<file path="src/core/ccc_pkg.sv">
// constants, field layout and codes for the capture/compare channel configuration block
package ccc_pkg;
	// ------------------------------------------------------------
	// widths
	// ------------------------------------------------------------
	localparam int ADDR_W = 8;
	localparam int DATA_W = 16;
	localparam int NCH    = 4;
	localparam int AUX_W  = 6;

	// ------------------------------------------------------------
	// register map
	// ------------------------------------------------------------
	localparam logic [7:0]  MODE_OFS    = 8'h1C;
	localparam logic [7:0]  ENPOL_OFS   = 8'h20;
	localparam logic [7:0]  AUX_OFS     = 8'h40;
	localparam logic [15:0] MODE_RST    = 16'h0000;
	localparam logic [15:0] ENPOL_RST   = 16'h0000;
	localparam logic [5:0]  AUX_RST     = 6'h00;
	localparam logic [15:0] ENPOL_WMASK = 16'h3FFF;
	localparam logic [15:0] READ_IDLE   = 16'h0000;

	// ------------------------------------------------------------
	// enable/polarity layout: four bits per channel
	// ------------------------------------------------------------
	localparam int STRIDE  = 4;
	localparam int EN_B    = 0;
	localparam int POL_B   = 1;
	localparam int CEN_B   = 2;
	localparam int CPOL_B  = 3;
	localparam int COMP_LO = 12;

	// ------------------------------------------------------------
	// mode register fields, index 0 is channel 3, index 1 channel 4
	// ------------------------------------------------------------
	localparam int DIR_LSB  [0:1] = '{0, 8};
	localparam int FAST_B   [0:1] = '{2, 10};
	localparam int PRE_B    [0:1] = '{3, 11};
	localparam int CMP_LSB  [0:1] = '{4, 12};
	localparam int CLR_B    [0:1] = '{7, 15};
	localparam int DIV_LSB  [0:1] = '{2, 10};
	localparam int FILT_LSB [0:1] = '{4, 12};
	localparam logic [15:0] DIR_MASK [0:1] = '{16'h0003, 16'h0300};

	// ------------------------------------------------------------
	// auxiliary control register bits
	// ------------------------------------------------------------
	localparam int COMMUTATION_PRELOAD_CTRL_B   = 0;
	localparam int LOCK_LSB = 1;
	localparam int MOE_B    = 3;
	localparam int RUN_OFFSTATE_SEL_B   = 4;
	localparam int IDLE_OFFSTATE_SEL_B   = 5;
	localparam logic [1:0] LOCK_POL = 2'h2;

	// ------------------------------------------------------------
	// codes
	// ------------------------------------------------------------
	localparam logic [1:0] DIR_OUT   = 2'h0;
	localparam logic [1:0] DIR_OWN   = 2'h1;
	localparam logic [1:0] DIR_CROSS = 2'h2;
	localparam logic [1:0] DIR_TRIG  = 2'h3;
	localparam logic [2:0] CMP_FROZEN   = 3'h0;
	localparam logic [2:0] CMP_SET      = 3'h1;
	localparam logic [2:0] CMP_CLR      = 3'h2;
	localparam logic [2:0] CMP_TOGGLE   = 3'h3;
	localparam logic [2:0] CMP_FORCE_LO = 3'h4;
	localparam logic [2:0] CMP_FORCE_HI = 3'h5;
	localparam logic [2:0] CMP_PWM1     = 3'h6;
	localparam logic [2:0] CMP_PWM2     = 3'h7;
	localparam logic [1:0] EDGE_RISE = 2'h0;
	localparam logic [1:0] EDGE_FALL = 2'h1;
	localparam logic [1:0] EDGE_RSVD = 2'h2;
	localparam logic [1:0] EDGE_BOTH = 2'h3;
	localparam logic [2:0] DIV_LIMIT [0:3] = '{3'h0, 3'h1, 3'h3, 3'h7};
endpackage

</file>
<file path="src/core/ccc_chan_out.sv">
// output stage of one channel: main and complementary pin drive
`timescale 1ns/1ps
module ccc_chan_out
(
	input  wire logic mclk,      // kernel clock
	input  wire logic rst_n,     // async reset, active low
	input  wire logic is_out,    // channel configured as output
	input  wire logic ref_wave,  // reference waveform, active high
	input  wire logic en,        // active main enable
	input  wire logic pol,       // active main polarity
	input  wire logic cen,       // active complementary enable
	input  wire logic cpol,      // active complementary polarity
	input  wire logic main_output_enable,       // main output enable
	input  wire logic run_offstate_sel,      // run off-state select
	input  wire logic idle_offstate_sel,      // idle off-state select
	output logic      main_out,  // main pin level
	output logic      main_oe_n, // main pin enable, low drives
	output logic      comp_out,  // complementary pin level
	output logic      comp_oe_n  // complementary pin enable, low drives
);
	// ------------------------------------------------------------
	// drive decision
	// ------------------------------------------------------------
	// off-state drives the inactive level, which is the polarity bit
	wire main_drive = is_out & (main_output_enable ? (en | (run_offstate_sel & cen)) : (idle_offstate_sel & (en | cen)));
	wire comp_drive = is_out & (main_output_enable ? (cen | (run_offstate_sel & en)) : (idle_offstate_sel & (en | cen)));
	wire main_lvl   = (main_output_enable & en) ? (ref_wave ^ pol) : pol;
	// with both enabled the complementary pin carries the inverted reference
	wire comp_lvl   = (main_output_enable & cen) ? ((en ? ~ref_wave : ref_wave) ^ cpol) : cpol;

	always_ff @(posedge mclk or negedge rst_n)
	begin
		if (!rst_n)
		begin
			main_out  <= 1'b0;
			main_oe_n <= 1'b1;
			comp_out  <= 1'b0;
			comp_oe_n <= 1'b1;
		end
		else
		begin
			main_out  <= main_lvl;
			main_oe_n <= ~main_drive;
			comp_out  <= comp_lvl;
			comp_oe_n <= ~comp_drive;
		end
	end
endmodule // ccc_chan_out

</file>
<file path="src/core/ccc_config.sv">
// capture/compare channel configuration: mode and enable registers, capture gating, pin drive
//
// Design decision made here: the address-and-strobe port.
`timescale 1ns/1ps
module ccc_config
(
	input  wire logic        mclk,                   // kernel clock, 125 MHz
	input  wire logic        rst_n,                  // async reset, active low
	input  wire logic [7:0]  addr,                   // register byte address
	input  wire logic [15:0] wdata,                  // write data
	input  wire logic        wr_en,                  // write strobe
	input  wire logic        rd_en,                  // read strobe
	output logic      [15:0] rdata,                  // read data, cycle after rd_en
	input  wire logic [3:0]  ch12_direction,         // channel 2 and 1 direction fields
	input  wire logic [3:0]  ref_wave,               // reference waveforms per channel
	input  wire logic        com_event,              // commutation event pulse
	input  wire logic        input_line_three,       // pin, asynchronous
	input  wire logic        input_line_four,        // pin, asynchronous
	input  wire logic        internal_trigger_source,// internal trigger level
	output logic      [2:0]  ch3_compare_mode,       // channel 3 compare mode
	output logic      [2:0]  ch4_compare_mode,       // channel 4 compare mode
	output logic      [3:0]  ch3_input_filter,       // channel 3 filter setting
	output logic      [3:0]  ch4_input_filter,       // channel 4 filter setting
	output logic      [1:0]  ref_clear_en,           // clear enables, ch4 ch3
	output logic      [1:0]  compare_preload_en,     // preload enables, ch4 ch3
	output logic      [1:0]  fast_trigger_en,        // fast enables, ch4 ch3
	output logic      [15:0] active_enable_polarity, // active enable/polarity copy
	output logic      [3:0]  capture_en,             // capture permitted per channel
	output logic      [1:0]  capture_strobe,         // capture pulse, ch4 ch3
	output logic      [3:0]  chan_out,               // main pin levels
	output logic      [3:0]  chan_out_oe_n,          // main pin enables, low drives
	output logic      [2:0]  comp_out,               // complementary pin levels
	output logic      [2:0]  comp_out_oe_n           // complementary pin enables
);
	// ------------------------------------------------------------
	// registers
	// ------------------------------------------------------------
	logic [15:0] channel34_mode_config;
	logic [15:0] channel_enable_polarity;
	logic [15:0] enpol_active;
	logic [5:0]  aux_ctrl;
	logic [1:0]  line_meta;
	logic [1:0]  line_sync;
	logic [1:0]  line_prev;
	logic        trig_prev;
	logic [2:0]  ev_cnt [0:1];

	wire        mode_hit  = addr == ccc_pkg::MODE_OFS;
	wire        enpol_hit = addr == ccc_pkg::ENPOL_OFS;
	wire        aux_hit   = addr == ccc_pkg::AUX_OFS;
	wire        commutation_preload_ctrl      = aux_ctrl[ccc_pkg::COMMUTATION_PRELOAD_CTRL_B];
	wire [1:0]  lock_lvl  = aux_ctrl[ccc_pkg::LOCK_LSB +: 2];
	wire        pol_lock  = lock_lvl >= ccc_pkg::LOCK_POL;
	wire [7:0]  chan_dir  = {channel34_mode_config[ccc_pkg::DIR_LSB[1] +: 2],
				channel34_mode_config[ccc_pkg::DIR_LSB[0] +: 2], ch12_direction};

	// ------------------------------------------------------------
	// write protection
	// ------------------------------------------------------------
	// direction stays put while the channel is on, so a running capture cannot be remapped
	wire        ch3_on   = channel_enable_polarity[2 * ccc_pkg::STRIDE + ccc_pkg::EN_B];
	wire        ch4_on   = channel_enable_polarity[3 * ccc_pkg::STRIDE + ccc_pkg::EN_B];
	wire [15:0] dir_keep = ({16{ch3_on}} & ccc_pkg::DIR_MASK[0])
				| ({16{ch4_on}} & ccc_pkg::DIR_MASK[1]);
	wire [15:0] next_mode = (wdata & ~dir_keep) | (channel34_mode_config & dir_keep);
	wire [15:0] enpol_keep;

	genvar gi;
	generate
		for (gi = 0; gi < ccc_pkg::NCH; gi++)
		begin : g_lock
			wire is_out = chan_dir[2 * gi +: 2] == ccc_pkg::DIR_OUT;
			assign enpol_keep[gi * ccc_pkg::STRIDE + ccc_pkg::EN_B]   = 1'b0;
			assign enpol_keep[gi * ccc_pkg::STRIDE + ccc_pkg::POL_B]  = pol_lock;
			assign enpol_keep[gi * ccc_pkg::STRIDE + ccc_pkg::CEN_B]  = 1'b0;
			assign enpol_keep[gi * ccc_pkg::STRIDE + ccc_pkg::CPOL_B] = pol_lock & is_out;
		end
	endgenerate

	wire [15:0] next_enpol = ((wdata & ~enpol_keep) | (channel_enable_polarity & enpol_keep))
				& ccc_pkg::ENPOL_WMASK;

	// ------------------------------------------------------------
	// register file
	// ------------------------------------------------------------
	always_ff @(posedge mclk or negedge rst_n)
	begin
		if (!rst_n)
		begin
			channel34_mode_config   <= ccc_pkg::MODE_RST;
			channel_enable_polarity <= ccc_pkg::ENPOL_RST;
			aux_ctrl                <= ccc_pkg::AUX_RST;
		end
		else if (wr_en)
		begin
			if (mode_hit)
				channel34_mode_config <= next_mode;
			if (enpol_hit)
				channel_enable_polarity <= next_enpol;
			if (aux_hit)
				aux_ctrl <= wdata[ccc_pkg::AUX_W - 1:0];
		end
	end

	// ------------------------------------------------------------
	// active copies
	// ------------------------------------------------------------
	// complementary channels wait for commutation when preload is on; channel 4 follows at once
	wire        act_load = ~commutation_preload_ctrl | com_event;
	wire [15:0] next_active = {channel_enable_polarity[15:ccc_pkg::COMP_LO],
				act_load ? channel_enable_polarity[ccc_pkg::COMP_LO - 1:0]
				: enpol_active[ccc_pkg::COMP_LO - 1:0]};

	always_ff @(posedge mclk or negedge rst_n)
	begin
		if (!rst_n)
			enpol_active <= ccc_pkg::ENPOL_RST;
		else
			enpol_active <= next_active;
	end

	// ------------------------------------------------------------
	// read port
	// ------------------------------------------------------------
	wire [15:0] read_word = mode_hit ? channel34_mode_config
				: enpol_hit ? channel_enable_polarity
				: aux_hit ? {{(16 - ccc_pkg::AUX_W){1'b0}}, aux_ctrl}
				: ccc_pkg::READ_IDLE;

	always_ff @(posedge mclk or negedge rst_n)
	begin
		if (!rst_n)
			rdata <= ccc_pkg::READ_IDLE;
		else if (rd_en)
			rdata <= read_word;
		else
			rdata <= ccc_pkg::READ_IDLE;
	end

	// ------------------------------------------------------------
	// mode fields out
	// ------------------------------------------------------------
	assign ch3_compare_mode   = channel34_mode_config[ccc_pkg::CMP_LSB[0] +: 3];
	assign ch4_compare_mode   = channel34_mode_config[ccc_pkg::CMP_LSB[1] +: 3];
	assign ch3_input_filter   = channel34_mode_config[ccc_pkg::FILT_LSB[0] +: 4];
	assign ch4_input_filter   = channel34_mode_config[ccc_pkg::FILT_LSB[1] +: 4];
	assign ref_clear_en       = {channel34_mode_config[ccc_pkg::CLR_B[1]],
				channel34_mode_config[ccc_pkg::CLR_B[0]]};
	assign compare_preload_en = {channel34_mode_config[ccc_pkg::PRE_B[1]],
				channel34_mode_config[ccc_pkg::PRE_B[0]]};
	assign fast_trigger_en    = {channel34_mode_config[ccc_pkg::FAST_B[1]],
				channel34_mode_config[ccc_pkg::FAST_B[0]]};
	assign active_enable_polarity = enpol_active;

	// ------------------------------------------------------------
	// input lines
	// ------------------------------------------------------------
	always_ff @(posedge mclk or negedge rst_n)
	begin
		if (!rst_n)
		begin
			line_meta <= 2'h0;
			line_sync <= 2'h0;
			line_prev <= 2'h0;
			trig_prev <= 1'b0;
		end
		else
		begin
			line_meta <= {input_line_four, input_line_three};
			line_sync <= line_meta;
			line_prev <= line_sync;
			trig_prev <= internal_trigger_source;
		end
	end

	wire [1:0] line_rise = line_sync & ~line_prev;
	wire [1:0] line_fall = ~line_sync & line_prev;
	wire       trig_rise = internal_trigger_source & ~trig_prev;
	wire       trig_fall = ~internal_trigger_source & trig_prev;

	// ------------------------------------------------------------
	// capture path, channels 3 and 4
	// ------------------------------------------------------------
	// channel 4 has no complementary polarity bit, so it cannot select both edges
	generate
		for (gi = 0; gi < 2; gi++)
		begin : g_cap
			wire [1:0] dir  = channel34_mode_config[ccc_pkg::DIR_LSB[gi] +: 2];
			wire [1:0] div  = channel34_mode_config[ccc_pkg::DIV_LSB[gi] +: 2];
			wire [1:0] pair = {enpol_active[(gi + 2) * ccc_pkg::STRIDE + ccc_pkg::CPOL_B],
					enpol_active[(gi + 2) * ccc_pkg::STRIDE + ccc_pkg::POL_B]};
			wire rise = (dir == ccc_pkg::DIR_OWN) ? line_rise[gi]
					: (dir == ccc_pkg::DIR_CROSS) ? line_rise[1 - gi] : trig_rise;
			wire fall = (dir == ccc_pkg::DIR_OWN) ? line_fall[gi]
					: (dir == ccc_pkg::DIR_CROSS) ? line_fall[1 - gi] : trig_fall;
			// the reserved pair is treated as rising edge
			wire evt = (pair == ccc_pkg::EDGE_BOTH) ? (rise | fall)
					: (pair == ccc_pkg::EDGE_FALL) ? fall : rise;
			// a divider lowered mid-count wraps at once instead of running to seven
			wire last = ev_cnt[gi] >= ccc_pkg::DIV_LIMIT[div];
			wire [2:0] next_cnt = last ? 3'h0 : ev_cnt[gi] + 3'h1;

			always_ff @(posedge mclk or negedge rst_n)
			begin
				if (!rst_n)
				begin
					ev_cnt[gi]         <= 3'h0;
					capture_strobe[gi] <= 1'b0;
				end
				else if (!capture_en[gi + 2])
				begin
					ev_cnt[gi]         <= 3'h0;
					capture_strobe[gi] <= 1'b0;
				end
				else
				begin
					ev_cnt[gi]         <= evt ? next_cnt : ev_cnt[gi];
					capture_strobe[gi] <= evt & last;
				end
			end
		end
	endgenerate

	// ------------------------------------------------------------
	// per-channel gating and pin drive
	// ------------------------------------------------------------
	wire [3:0] ref_eff;
	wire [3:0] comp_lvl_all;
	wire [3:0] comp_oe_all;

	assign ref_eff[1:0] = ref_wave[1:0];

	generate
		for (gi = 0; gi < 2; gi++)
		begin : g_ref
			wire [2:0] cmp = channel34_mode_config[ccc_pkg::CMP_LSB[gi] +: 3];
			assign ref_eff[gi + 2] = (cmp == ccc_pkg::CMP_FORCE_LO) ? 1'b0
					: (cmp == ccc_pkg::CMP_FORCE_HI) ? 1'b1 : ref_wave[gi + 2];
		end

		for (gi = 0; gi < ccc_pkg::NCH; gi++)
		begin : g_chan
			wire is_out = chan_dir[2 * gi +: 2] == ccc_pkg::DIR_OUT;
			assign capture_en[gi] = ~is_out & enpol_active[gi * ccc_pkg::STRIDE + ccc_pkg::EN_B];
			ccc_chan_out u_out
			(
				.mclk      (mclk),
				.rst_n     (rst_n),
				.is_out    (is_out),
				.ref_wave  (ref_eff[gi]),
				.en        (enpol_active[gi * ccc_pkg::STRIDE + ccc_pkg::EN_B]),
				.pol       (enpol_active[gi * ccc_pkg::STRIDE + ccc_pkg::POL_B]),
				.cen       (enpol_active[gi * ccc_pkg::STRIDE + ccc_pkg::CEN_B]),
				.cpol      (enpol_active[gi * ccc_pkg::STRIDE + ccc_pkg::CPOL_B]),
				.main_output_enable       (aux_ctrl[ccc_pkg::MOE_B]),
				.run_offstate_sel      (aux_ctrl[ccc_pkg::RUN_OFFSTATE_SEL_B]),
				.idle_offstate_sel      (aux_ctrl[ccc_pkg::IDLE_OFFSTATE_SEL_B]),
				.main_out  (chan_out[gi]),
				.main_oe_n (chan_out_oe_n[gi]),
				.comp_out  (comp_lvl_all[gi]),
				.comp_oe_n (comp_oe_all[gi])
			);
		end
	endgenerate

	// channel 4 complementary stage outputs are dropped; comp_out and comp_out_oe_n carry channels 1 to 3 only
	assign comp_out      = comp_lvl_all[2:0];
	assign comp_out_oe_n = comp_oe_all[2:0];
endmodule // ccc_config

</file>
<file path="config.mk">
export PLATFORM = sky130hd
export DESIGN_NAME = ccc_config
export DESIGN_NICKNAME = d
export VERILOG_FILES = /design/src/core/ccc_pkg.sv /design/src/core/ccc_chan_out.sv /design/src/core/ccc_config.sv
export SDC_FILE = /design/constraint.sdc
export NUM_CORES = 1
export LEC_CHECK = 0
export ABC_AREA = 1
export ABC_CLOCK_PERIOD_IN_PS = 3650
export BUFFER_PORTS_ARGS = -buffer_cell sky130_fd_sc_hd__buf_2
export CORE_UTILIZATION = 50
export DETAILED_ROUTE_END_ITERATION = 10
export GPL_ROUTABILITY_DRIVEN = 0
export PLACE_DENSITY = 0.75
export SETUP_SLACK_MARGIN = 0.15
export SYNTH_ARGS = -nofsm -noshare
export SYNTH_HDL_FRONTEND = slang
export SYNTH_SLANG_ARGS = --single-unit
</file>
<file path="constraint.sdc">
create_clock -name mclk -period 3.65 [get_ports mclk]
set_clock_uncertainty 0.05 [all_clocks]
set_input_delay 0.365 -clock mclk [delete_from_list [all_inputs] [get_ports mclk]]
set_output_delay 0.365 -clock mclk [all_outputs]
set_load 0.005 [all_outputs]
</file>
==> impl_metrics.py <==
metrics = {
    "critical_path": {
        "cp-start-kind": "flip-flop",
        "worst_r2r_path_depth": 7,
        "cp-end-kind": "output port",
        "worst-path-max-fanout": 5,
        "cp.required_ps": 3230,
        "path_class": "flip-flop to output port",
        "arrival_ps": 1640,
    },
    "synth": {
        "syn_area_um2": 4670,
        "ys_seq_area_share_pct": 51.1,
        "netlist_instances": 535,
        "synth_cell_types": 38,
        "yosysWarnings": 0,
        "synth.avg_cell_area_um2": 8.72,
        "ys_seq_elements": 95,
    },
    "grt": {
        "grt-ovfl-total": 0,
        "antenna_found_initial": 0,
        "grt_pass1_wl_um": 17000,
        "grt_pass1_vias": 3508,
        "grt.total_usage_pct": 22.5,
        "grt_max_degree": 85,
    },
    "sta": {
        "hold_viol": 0,
        "setup_tns_ps": 0,
        "tightest_slew_ps": 1040,
        "setup_ws_ps": 1590,
        "setup_viol": 0,
        "grt_setup_unrepaired": "false",
        "slew_violations": 0,
        "period_share_pct": 56.3,
        "whs_ps": 59.7,
        "period_minus_slack_ps": 2060,
        "fmaxAchievable_mhz": 486,
        "maxSlewHeadroom_pct": 30.7,
    },
    "clock_tree": {
        "cts_tree": "done",
        "htree_levels": 3,
        "clk_latency_ps": 360,
        "numCtsBuffers": 9,
        "cts_resized": 0,
        "clkSlewWorstSetupHoldPaths_ps": 90,
        "post_cts_buffers": 0,
        "ctsRootBufferMaster": "clkbuf_8",
        "clk_path_buf_depth": 2,
        "postCtsHoldBufs": 0,
        "clock-sinks": 95,
    },
    "floorplanning": {
        "dieArea_um2": 9720,
        "start_util_pct": 52.5,
        "num_rows": 34,
        "die_w_um": 98.6,
        "io_pins": 112,
        "chipHeight_um": 98.6,
        "fp.coreArea_um2": 8890,
    },
    "cells_and_area": {
        "area_growth_pct": 10.5,
        "final_common_cell": "nand2_1",
        "layout_common_cells": "116 x nand2_1, 108 x buf_2, 88 x dfrtp_1",
        "insertedDiodeCount": 0,
        "layout-drive-gt1-share_pct": 25.5,
        "nets": 646,
    },
    "drt": {
        "met2_length_um": 5080,
        "antenna_left": 0,
        "wl_met3_um": 583,
        "routed.top_layer": "met4",
        "drc": 0,
        "wl_met1_um": 4640,
        "wl_per_cell_um": 14.6,
        "vias": 3683,
        "drt_iter0_markers": 182,
        "avgViaCountPerCell": 5.18,
        "dr.pass1.iters": 6,
        "postRouteWirelength_um": 10400,
    },
    "power": {
        "p_sw_share_pct": 25.6,
        "power_leakage_uw": 0.00275,
        "seqPwrFrac_pct": 53.6,
        "cellPowerDensity_nw_per_um2": 413,
        "vdd_ir_drop_max_mv": 0.279,
        "clkPwrFrac_pct": 37.2,
        "p_int_uw": 1590,
        "comb_power_share_pct": 9.2,
        "p_sw_uw": 544,
    },
    "placed_design": {
        "portBuffers": 109,
        "post-place-ws_ps": 1930,
        "dpl.hpwl_um": 7680,
    },
    "outcome": {
        "status": "completed",
    },
    "worst_hold_path": {
        "worst_hold_path.num_cells": 1,
        "hold_path.class": "input pin to flip-flop",
    },
    "flow_run": {
        "maxCapViolations": 0,
    },
}
critical path, cell delays in order (launching register included):
cell,delay [ps]
dfrtp_1,430
o21ai_0,480
inv_1,200
buf_2,170
power groups by stage:
stage | combinational [µW] | sequential (µW) | clock [µW]
6_report | 197 | 1140 | 791
5_1_grt | 225 | 1150 | 844
4_1_cts | 199 | 1140 | 799
3_5_place_dp | 197 | 1160 | 0
3_3_place_gp | 191 | 1160 | 0
2_1_floorplan | 145 | 1150 | 0
path summary, 6_finish.rpt:
kind | slack [ps] | end | start
min in group asynchronous | 100 | g_chan[1].u_out.main_out$_DFF_PN0_ | rst_n
max reg2reg | 1940 | ev_cnt[4]$_DFFE_PN0P_ | channel34_mode_config[3]$_DFFE_PN0P_
min | 60 | line_meta[1]$_DFF_PN0_ | input_line_four
min reg2reg | 310 | line_sync[1]$_DFF_PN0_ | line_meta[1]$_DFF_PN0_
max in group asynchronous | 2560 | g_chan[1].u_out.main_oe_n$_DFF_PN1_ | rst_n
max | 1590 | capture_en[3] | flip-flop
per-layer routing:
layer  up-vias  global-route usage (%)
met4         0                    6.54
met2       133                    36.7
li1       1785                       -
met5         -                       0
met1      1756                    30.0
met3         9                    5.25
cell usage after synthesis, drive strengths merged:
| cell type | n | area [µm²] |
|---|---|---|
| nor2 | 37 | 165 |
| clkinv | 1 | 8.76 |
| clkbuf | 4 | 15.0 |
| xnor2 | 2 | 17.5 |
| inv | 66 | 248 |
| o21ai | 48 | 248 |
| and2 | 1 | 6.26 |
| xor2 | 7 | 61.3 |
| dfstp | 7 | 184 |
| or2 | 1 | 6.26 |
| nor3 | 5 | 30.0 |
| conb | 1 | 3.75 |
| o21bai | 2 | 15.0 |
| o2111ai | 1 | 8.76 |
| nor3b | 2 | 15.0 |
| nand3b | 3 | 22.5 |
| buf | 55 | 418 |
| ha | 8 | 100 |
| a31oi | 3 | 18.8 |
| nand3 | 49 | 255 |
| a21oi | 7 | 35.0 |
| mux2 | 2 | 22.5 |
| nand2 | 123 | 484 |
| dfrtp | 88 | 2200 |
| o22ai | 6 | 37.5 |
| nand4 | 6 | 37.5 |
kinds of logic after synthesis:
logic type      Yosys count  synth area share, %
simple gates            227                 21.9
buf+inv                 126                 14.8
flops                    95                 51.1
compound gates           67                 7.78
xor+xnor                  9                 1.69
fa+ha+maj                 8                 2.15
mux                       2                0.483
other cells               1               0.0804
cell type report:
cell class	instances	area [µm²]
Inverter	67	256
Clock buffer	10	138
Tap cell	108	135
Multi-Input combinational cell	315	1590
Fill cell	769	3730
Sequential cell	95	2390
Clock inverter	6	92.6
Timing Repair Buffer	110	556
stage by stage:
step	cells	utilization, %	area, µm²	power (µW)
finish	711	58.0	5160	2130
global route	711	58.0	5160	2220
CTS	711	58.0	5160	2140
detailed placement	695	55.4	4930	1360
global placement	695	55.4	4930	1350
floorplan	536	-	4670	1290
No activity file was read; power rests on OpenSTA's default activity.
